<file path="src/bufctl_map.svh">
`ifndef BUFCTL_MAP_SVH
`define BUFCTL_MAP_SVH

// ****************************************************************
// Reset and timing counts
// ****************************************************************
`define RESET_HOLD_CLOCKS      8
`define GRANT_TO_DRIVE_CLOCKS  2
`define BCLK_PERIOD_NS         25

// ****************************************************************
// Field positions
// ****************************************************************
`define UPPER_ADDR_LSB         10
`define UPPER_ADDR_MSB         31
`define LOWER_ADDR_LSB         2
`define LOWER_ADDR_MSB         9

// ****************************************************************
// Reset values of the pin controls
// ****************************************************************
`define STROBE_RESET           1'b1
`define DIRECTION_RESET        1'b1
`define LANE_ENABLE_RESET_N    3'h7

// ****************************************************************
// Default decode values
// ****************************************************************
`define SLOT_DECODE_DEFAULT    10'h000
`define GENERAL_DECODE_DEFAULT 8'h00

`endif

</file>
<file path="src/bufctl_pkg.sv">
package bufctl_pkg;

    typedef enum logic [2:0] {
        ST_IDLE    = 3'b000,
        ST_GRANTED = 3'b001,
        ST_STROBE  = 3'b011,
        ST_ADDR    = 3'b010,
        ST_DATA    = 3'b110,
        ST_DONE    = 3'b111
    } master_state_type;

    typedef struct packed {
        logic [31:0] address;
        logic [31:0] write_data;
        logic [3:0]  byte_enables_n;
        logic        is_write;
    } master_request_type;

    typedef struct packed {
        logic [11:2] address;
        logic [3:0]  byte_enables_n;
    } slave_decode_type;

endpackage

</file>
<file path="src/reset_sync.sv">
module reset_sync (
    input  wire logic clk_sys,
    input  wire logic rst_n,
    output logic      rst_sync_n
);

    logic stage1_q;

    // Async assertion, clocked release; only the second stage reads stage1_q.
    always_ff @(posedge clk_sys or negedge rst_n) begin
        if (!rst_n) begin
            stage1_q   <= 1'b0;
            rst_sync_n <= 1'b0;
        end else begin
            stage1_q   <= 1'b1;
            rst_sync_n <= stage1_q;
        end
    end

endmodule

</file>
<file path="src/slave_decoder.sv">
`include "bufctl_map.svh"

module slave_decoder
    import bufctl_pkg::*;
(
    input  wire logic             clk_sys,
    input  wire logic             rst_n,
    input  wire slave_decode_type sample,
    input  wire logic             sample_valid,
    input  wire logic [11:2]      slot_base,
    input  wire logic [3:0]       slot_be_n,
    input  wire logic [9:2]       general_base,
    output logic                  slot_hit_q,
    output logic                  general_hit_q
);

    function automatic logic match_slot(input slave_decode_type s, input logic [11:2] base,
                                        input logic [3:0] be_n);
        match_slot = (s.address == base) && (s.byte_enables_n == be_n);
    endfunction

    function automatic logic match_general(input slave_decode_type s, input logic [9:2] base);
        match_general = (s.address[9:2] == base);
    endfunction

    always_ff @(posedge clk_sys or negedge rst_n) begin
        if (!rst_n) begin
            slot_hit_q    <= 1'b0;
            general_hit_q <= 1'b0;
        end else begin
            slot_hit_q    <= sample_valid && match_slot(sample, slot_base, slot_be_n);
            general_hit_q <= sample_valid && match_general(sample, general_base);
        end
    end

endmodule

</file>
<file path="src/bus_buffer_control.sv">
// Summary of operation
// Reset held at least eight bus clocks.
// Reset is synchronised before internal use.
// Reset sets all registers and states.
// Upper 22 data lines carry LA31..10.
// Device controls transceivers and latches always.
// Data lines float after reset.
// Address 11..10 are slave-only inputs.
// Master drives address 9..2 directly.
// Slave latches pipelined address itself.
// Slot decode uses address 11..2, enables.
// General decode uses address 9..2 only.
// Master drives active-low byte enables.
// Slave decodes registers from enables, address.
// Address and enables float after reset.
// Latches reload at each master transfer.
// Strobe low one clock before start.
// Strobe stays high in slave mode.
// Strobe inactive high after reset.
// Direction low when device drives bus.
// Direction high for inbound, after reset.
// Lane enables only during transfers.
// Drive lines two clocks after grant.
// Separate enables lanes 0, 1, 2-3.
`include "bufctl_map.svh"

module bus_buffer_control
    import bufctl_pkg::*;
#(
    parameter int GRANT_DELAY = `GRANT_TO_DRIVE_CLOCKS
) (
    input  wire logic               clk_sys,
    input  wire logic               rst_n,
    input  wire logic               master_start,
    input  wire master_request_type master_request,
    input  wire logic               cycle_end,
    input  wire logic               slave_cycle,
    input  wire logic               slave_write,
    input  wire logic [11:2]        slot_base,
    input  wire logic [3:0]         slot_be_n,
    input  wire logic [9:2]         general_base,
    input  wire logic               bus_grant_n,
    input  wire logic [31:0]        bus_data_upper_addr_lines_in,
    input  wire logic [11:10]       slave_upper_decode_addr_inputs,
    input  wire logic [9:2]         lower_addr_lines_in,
    input  wire logic [3:0]         byte_lane_enables_n_in,
    output logic [31:0]             bus_data_upper_addr_lines_out,
    output logic                    bus_data_upper_addr_lines_oe,
    output logic [9:2]              lower_addr_lines_out,
    output logic                    lower_addr_lines_oe,
    output logic [3:0]              byte_lane_enables_n_out,
    output logic                    byte_lane_enables_n_oe,
    output logic                    upper_addr_latch_strobe_n,
    output logic                    transceiver_direction,
    output logic                    lane23_transceiver_enable_n,
    output logic                    lane1_transceiver_enable_n,
    output logic                    lane0_transceiver_enable_n,
    output logic                    start_n,
    output logic                    slot_hit,
    output logic                    general_hit,
    output logic [31:0]             read_data,
    output logic                    master_busy
);

    // ****************************************************************
    // Reset and pin synchronisers
    // ****************************************************************
    logic               rst_sync_n;
    logic               grant_meta_q;
    logic               grant_q;
    logic [31:0]        data_meta_q;
    logic [31:0]        data_sync_q;
    slave_decode_type   decode_meta_q;
    slave_decode_type   decode_sync_q;
    master_state_type   state_q;
    master_request_type request_q;
    logic [1:0]         grant_count_q;
    logic               slave_active_q;

    reset_sync u_reset_sync (
        .clk_sys    (clk_sys),
        .rst_n      (rst_n),
        .rst_sync_n (rst_sync_n)
    );

    // Pins come from the bus side, so each passes two stages before use.
    always_ff @(posedge clk_sys or negedge rst_sync_n) begin
        if (!rst_sync_n) begin
            grant_meta_q  <= 1'b0;
            grant_q       <= 1'b0;
            data_meta_q   <= 32'h0;
            data_sync_q   <= 32'h0;
            decode_meta_q <= '0;
            decode_sync_q <= '0;
        end else begin
            grant_meta_q  <= ~bus_grant_n;
            grant_q       <= grant_meta_q;
            data_meta_q   <= bus_data_upper_addr_lines_in;
            data_sync_q   <= data_meta_q;
            decode_meta_q <= {slave_upper_decode_addr_inputs, lower_addr_lines_in,
                              byte_lane_enables_n_in};
            decode_sync_q <= decode_meta_q;
        end
    end

    slave_decoder u_slave_decoder (
        .clk_sys       (clk_sys),
        .rst_n         (rst_sync_n),
        .sample        (decode_sync_q),
        .sample_valid  (slave_active_q),
        .slot_base     (slot_base),
        .slot_be_n     (slot_be_n),
        .general_base  (general_base),
        .slot_hit_q    (slot_hit),
        .general_hit_q (general_hit)
    );

    // ****************************************************************
    // Master sequencer
    // ****************************************************************
    // IDLE waits for a request, GRANTED counts grant clocks, STROBE lowers
    // the latch strobe, ADDR drops start, DATA runs until cycle_end.
    always_ff @(posedge clk_sys or negedge rst_sync_n) begin
        if (!rst_sync_n) begin
            state_q       <= ST_IDLE;
            request_q     <= '0;
            grant_count_q <= 2'h0;
        end else begin
            case (state_q)
                ST_IDLE: begin
                    grant_count_q <= 2'h0;
                    // A slave access seen in the same clock wins.
                    if (master_start && !slave_active_q && !slave_cycle) begin
                        request_q <= master_request;
                        state_q   <= ST_GRANTED;
                    end
                end
                ST_GRANTED: begin
                    if (grant_q) begin
                        if (grant_count_q == 2'(GRANT_DELAY - 1)) begin
                            state_q <= ST_STROBE;
                        end else begin
                            grant_count_q <= grant_count_q + 2'h1;
                        end
                    end else begin
                        grant_count_q <= 2'h0;
                    end
                end
                ST_STROBE: state_q <= ST_ADDR;
                ST_ADDR:   state_q <= ST_DATA;
                ST_DATA: begin
                    if (cycle_end) begin
                        state_q <= ST_DONE;
                    end
                end
                ST_DONE:   state_q <= ST_IDLE;
                default:   state_q <= ST_IDLE;
            endcase
        end
    end

    always_ff @(posedge clk_sys or negedge rst_sync_n) begin
        if (!rst_sync_n) begin
            slave_active_q <= 1'b0;
        end else begin
            slave_active_q <= slave_cycle && (state_q == ST_IDLE);
        end
    end

    // ****************************************************************
    // Pin drivers
    // ****************************************************************
    logic driving_master;
    logic strobe_phase;
    logic data_phase;

    assign driving_master = (state_q == ST_STROBE) || (state_q == ST_ADDR)
                            || (state_q == ST_DATA);
    assign strobe_phase   = (state_q == ST_GRANTED) && grant_q
                            && (grant_count_q == 2'(GRANT_DELAY - 1));
    assign data_phase     = (state_q == ST_ADDR) || (state_q == ST_DATA);

    // The strobe falls one clock ahead of start and stays low to cycle end.
    always_ff @(posedge clk_sys or negedge rst_sync_n) begin
        if (!rst_sync_n) begin
            upper_addr_latch_strobe_n <= `STROBE_RESET;
            start_n                   <= 1'b1;
        end else begin
            upper_addr_latch_strobe_n <= ~(strobe_phase || (driving_master
                                           && !(state_q == ST_DATA && cycle_end)));
            start_n                   <= ~(state_q == ST_STROBE);
        end
    end

    // Upper address shares the data lines until the latch has captured it.
    always_ff @(posedge clk_sys or negedge rst_sync_n) begin
        if (!rst_sync_n) begin
            bus_data_upper_addr_lines_out <= 32'h0;
            bus_data_upper_addr_lines_oe  <= 1'b0;
        end else begin
            if (strobe_phase || state_q == ST_STROBE) begin
                bus_data_upper_addr_lines_out <= {request_q.address[31:10], 10'h000};
                bus_data_upper_addr_lines_oe  <= 1'b1;
            end else if (data_phase && request_q.is_write && !cycle_end) begin
                bus_data_upper_addr_lines_out <= request_q.write_data;
                bus_data_upper_addr_lines_oe  <= 1'b1;
            end else if (slave_active_q && !slave_write) begin
                bus_data_upper_addr_lines_out <= 32'h0;
                bus_data_upper_addr_lines_oe  <= 1'b1;
            end else begin
                bus_data_upper_addr_lines_oe  <= 1'b0;
            end
        end
    end

    always_ff @(posedge clk_sys or negedge rst_sync_n) begin
        if (!rst_sync_n) begin
            lower_addr_lines_out    <= 8'h00;
            lower_addr_lines_oe     <= 1'b0;
            byte_lane_enables_n_out <= 4'hf;
            byte_lane_enables_n_oe  <= 1'b0;
        end else begin
            lower_addr_lines_out    <= request_q.address[9:2];
            lower_addr_lines_oe     <= driving_master && !cycle_end;
            byte_lane_enables_n_out <= request_q.byte_enables_n;
            byte_lane_enables_n_oe  <= driving_master && !cycle_end;
        end
    end

    logic       outbound;
    logic [3:0] lanes_n;
    logic       active;

    assign outbound = data_phase ? request_q.is_write : (slave_active_q && !slave_write);
    assign lanes_n  = data_phase ? request_q.byte_enables_n : decode_sync_q.byte_enables_n;
    assign active   = (data_phase && !cycle_end) || slave_active_q;

    // Transceivers open only during data phases and slave cycles; direction follows flow.
    always_ff @(posedge clk_sys or negedge rst_sync_n) begin
        if (!rst_sync_n) begin
            transceiver_direction       <= `DIRECTION_RESET;
            lane0_transceiver_enable_n  <= 1'b1;
            lane1_transceiver_enable_n  <= 1'b1;
            lane23_transceiver_enable_n <= 1'b1;
        end else begin
            transceiver_direction       <= ~outbound;
            lane0_transceiver_enable_n  <= ~(active && !lanes_n[0]);
            lane1_transceiver_enable_n  <= ~(active && !lanes_n[1]);
            lane23_transceiver_enable_n <= ~(active && !(lanes_n[2] && lanes_n[3]));
        end
    end

    always_ff @(posedge clk_sys or negedge rst_sync_n) begin
        if (!rst_sync_n) begin
            read_data   <= 32'h0;
            master_busy <= 1'b0;
        end else begin
            if (state_q == ST_DATA && cycle_end && !request_q.is_write) begin
                read_data <= data_sync_q;
            end
            master_busy <= (state_q != ST_IDLE);
        end
    end
endmodule

</file>
<file path="config.mk">
export PLATFORM = sky130hd
export DESIGN_NAME = bus_buffer_control
export DESIGN_NICKNAME = d
export VERILOG_FILES = /design/src/bufctl_pkg.sv /design/src/reset_sync.sv /design/src/slave_decoder.sv /design/src/bus_buffer_control.sv
export VERILOG_INCLUDE_DIRS = /design/src /design/src/src
export SDC_FILE = /design/constraint.sdc
export NUM_CORES = 1
export LEC_CHECK = 0
export BUFFER_PORTS_ARGS = -buffer_cell sky130_fd_sc_hd__buf_4
export CAP_MARGIN = 15
export CORE_MARGIN = 1.5
export CORE_UTILIZATION = 36
export DETAILED_ROUTE_END_ITERATION = 6
export HOLD_SLACK_MARGIN = 0.02
export SLEW_MARGIN = 0
export SYNTH_ARGS = -nofsm -noshare
export SYNTH_HDL_FRONTEND = slang
export SYNTH_SLANG_ARGS = --single-unit
</file>
<file path="constraint.sdc">
create_clock -name clk_sys -period 9.7 [get_ports clk_sys]
set_clock_uncertainty 0.1 [all_clocks]
set_input_delay 0 -clock clk_sys [delete_from_list [all_inputs] [get_ports clk_sys]]
set_output_delay 0 -clock clk_sys [all_outputs]
set_load 0.01 [all_outputs]
</file>
==> impl_metrics.env <==
export IMPL_outcome="complete, no violations"
export IMPL_number_of_global_route_vias_before_repair=6269
export IMPL_postCtsSetupBuffers=0
export IMPL_synth_cell_types=41
export IMPL_clock_tree_htree_level_count=1
export IMPL_postCtsHoldBufs=140
export IMPL_dr_first_iter_drc_count=263
export IMPL_routedWlPerCell_um=16.3
export IMPL_finalCritPeriodShare=0.238
export IMPL_antennaDiodeCount=0
export IMPL_die_area_um2=25600
export IMPL_power_static_leakage_nw=6.33
export IMPL_ioPinCount=232
export IMPL_drt_vias_per_instance=4.53
export IMPL_post_route_drc_count=0
export IMPL_postSynthCellCount=517
export IMPL_p_total_w=0.00354
export IMPL_worstPathRequired_ns=10.00
export IMPL_final_hold_violation_count=0
export IMPL_post_route_cells_drive_above_1_share=0.430
export IMPL_floorplan_core_area_um2=24200
export IMPL_cp_top_family="simple AND/OR/NAND/NOR gates"
export IMPL_synthDominantCellAreaShare=0.695
export IMPL_timing_max_slew_rel_slack=0.245
export IMPL_end_kind="register"
export IMPL_routed_via_count=5612
export IMPL_worst_skew_pair_late_latency_ns=0.52
export IMPL_powerDensity_nw_per_um2=268
export IMPL_die_height_um=160
export IMPL_timing_setup_critical_path_class="reg -> reg"
export IMPL_numPortBuffers=229
export IMPL_timing_worst_slew_pin_value_ns=1.13
export IMPL_finalWorstPathRequiredPeriod_ns=2.31
export IMPL_number_of_enable_type_register_cells_in_the_synthesized_netlist=0
export IMPL_antenna_found_initial=0
export IMPL_vdd_ir_drop_max_mv=0.165
export IMPL_grt_max_degree=89
export IMPL_slowest_delay_ns=0.63
export IMPL_top_ff_cell_synth="sky130_fd_sc_hd__dfrtp_1"
export IMPL_initial_utilization=0.365
export IMPL_cts_sinks=256
export IMPL_ctsLongestPathBuffers=3
export IMPL_crit_path_max_fanout=67
export IMPL_hold_class="in -> reg"
export IMPL_synth_net_count=662
export IMPL_cp_slowest_cell="sky130_fd_sc_hd__nand2_4"
export IMPL_synthTopCellsByArea="sky130_fd_sc_hd__dfrtp_1 (70%), sky130_fd_sc_hd__mux2_2 (8.6%), sky130_fd_sc_hd__mux2_4 (5.1%)"
export IMPL_synth_seq_area_share=0.725
export IMPL_timing_max_cap_violations=0
export IMPL_synth_top_cells_by_count="sky130_fd_sc_hd__dfrtp_1 (246), sky130_fd_sc_hd__mux2_2 (68), sky130_fd_sc_hd__mux2_4 (30), sky130_fd_sc_hd__and2_1 (24)"
export IMPL_num_fill_cells=1986
export IMPL_netlist_top_cell_by_area="sky130_fd_sc_hd__dfrtp_1"
export IMPL_area_growth_pct=49.4
export IMPL_syn_area_per_cell_um2=17.1
export IMPL_half_perimeter_wire_length_after_detailed_placement_um=12500
export IMPL_timing_critical_path_buf_inv=0
export IMPL_wire_length_of_the_first_global_routing_pass_um=32900
export IMPL_synthesis_yosys_warnings=0
export IMPL_startpoint_type="register"
export IMPL_global_route_usage_total=0.160
export IMPL_synth_area_um2=8860
export IMPL_cts_inserted_buffers=27
export IMPL_tritoncts="built"
export IMPL_most_instantiated_library_cell_after_synthesis="sky130_fd_sc_hd__dfrtp_1"
export IMPL_grt_setup_unrepaired="false"
export IMPL_instance_area_at_placement_um2=10800
export IMPL_finish_net_count=1040
export IMPL_postSynthRegisterBits=256
export IMPL_row_count=57
export IMPL_setup_violations=0
export IMPL_post_cts_resized=0
export IMPL_worstPathCellList="nor3b_2, nand2_4, mux2_4"
export IMPL_timing_final_max_slew_violations=0
export IMPL_postLayoutCellArea_um2=13200
export IMPL_remaining_number_of_nets_flagged_by_the_antenna_check_after_routing=0
export IMPL_synth_async_sr_flop_share=1.00
export IMPL_gpl_final_weighted_congestion=0.798
export IMPL_dieWidth_um=160
export IMPL_drt_pass1_iter_count=4
export IMPL_max_freq_ghz=0.433
export IMPL_totalNegativeSetupSlack_ns=0
export IMPL_worstPathArrival_ns=2.62
export IMPL_clk_pin_slew_ns=0.06
export IMPL_gr_total_overflow=0
export IMPL_route_final_wire_length_um=20200
export IMPL_cts_root_buffer="sky130_fd_sc_hd__clkbuf_16"
[routing by layer]
layer	wire [µm]	track usage	vias to the layer above
met5	0	0	-
met3	1200	0.0379	39
met4	512	0.0497	0
met2	10000	0.273	175
li1	-	-	2556
met1	8470	0.203	2842
[registers in the layout, indices dropped and copies added, names as in the netlist, 2 cells and up]
| signal | cells |
|---|---|
| decode_sync_q | 14 |
| byte_lane_enables_n_out | 4 |
| data_meta_q | 32 |
| lower_addr_lines_out | 8 |
| state_q | 3 |
| data_sync_q | 32 |
| request_q | 67 |
| decode_meta_q | 14 |
| read_data | 32 |
| grant_count_q | 2 |
| bus_data_upper_addr_lines_out | 32 |
[worst reg2reg max path, cell delays in order (launching register included)]
cell                      delay [ns]
sky130_fd_sc_hd__dfrtp_1        0.53
sky130_fd_sc_hd__nor3b_2        0.36
sky130_fd_sc_hd__nand2_4        0.63
sky130_fd_sc_hd__mux2_4         0.59
[cells in the final DEF, fill, tap and decap left out, drive strengths merged, types with 5 or more instances in the layout]
cell type | synthesis | routed
buf | 21 | 234
inv | 7 | 9
mux2 | 100 | 100
xnor2 | 22 | 22
a221o | 22 | 22
clkbuf | 4 | 39
and2 | 24 | 24
a22o | 10 | 10
bufinv | 0 | 5
dfstp | 10 | 10
dfrtp | 246 | 246
nand2 | 10 | 10
dlygate4sd3 | 0 | 140
[cell type report]
type                            instances  area, µm²  area share
Clock buffer                           39        771      0.0583
Tap cell                              324        405      0.0306
Clock inverter                         11        188      0.0142
Multi-Input combinational cell        229       2240       0.169
Timing Repair Buffer                  374       3180       0.240
Inverter                                7       26.3     0.00199
Sequential cell                       256       6420       0.485
[per-stage QoR]
step	worst slack, ns	util	instances	hold slack (ns)
2_1_floorplan	1.95	-	517	-0.396
3_3_place_gp	7.12	0.447	1049	-0.317
3_5_place_dp	6.99	0.447	1049	-0.313
4_1_cts	6.99	0.544	1239	0.0203
5_1_grt	7.16	0.546	1240	0.0212
6_report	7.39	0.546	1240	0.0386
[cells by family after synthesis]
family,after synthesis,share of synthesized area
multiplexers,100,0.140
XOR/XNOR,22,0.0218
AND/OR/NAND/NOR,57,0.0405
other,1,0.000423
buffers and inverters,32,0.0234
AO/OA/AOI/OAI,48,0.0479
adder cells (fa/ha/maj),1,0.00141
flip-flops,256,0.725
[report_power, final]
group	leakage (nW)	switching (W)	internal [W]
Sequential	3.12	0.000182	0.00138
Clock	0.472	0.000404	0.000685
Combinational	2.73	0.000353	0.000534
[worst paths after layout]
path / startpoint / end / slack, ns / cells after the start
hold / removal: bus_data_upper_addr_lines_in[4] / data_meta_q[4] / 0.04 / 2
min in group asynchronous: u_reset_sync.rst_sync_n / request_q[28] / 0.18 / 0
setup reg to reg: slave_active_q / request_q[49] / 7.39 / 3
max in group asynchronous: u_reset_sync.rst_sync_n / start_n / 7.50 / 3
setup / recovery: slave_active_q / request_q[49] / 7.39 / 3
hold reg to reg: u_reset_sync.rst_sync_n / request_q[28] / 0.18 / 0
Power figures use the tool's default switching activity.
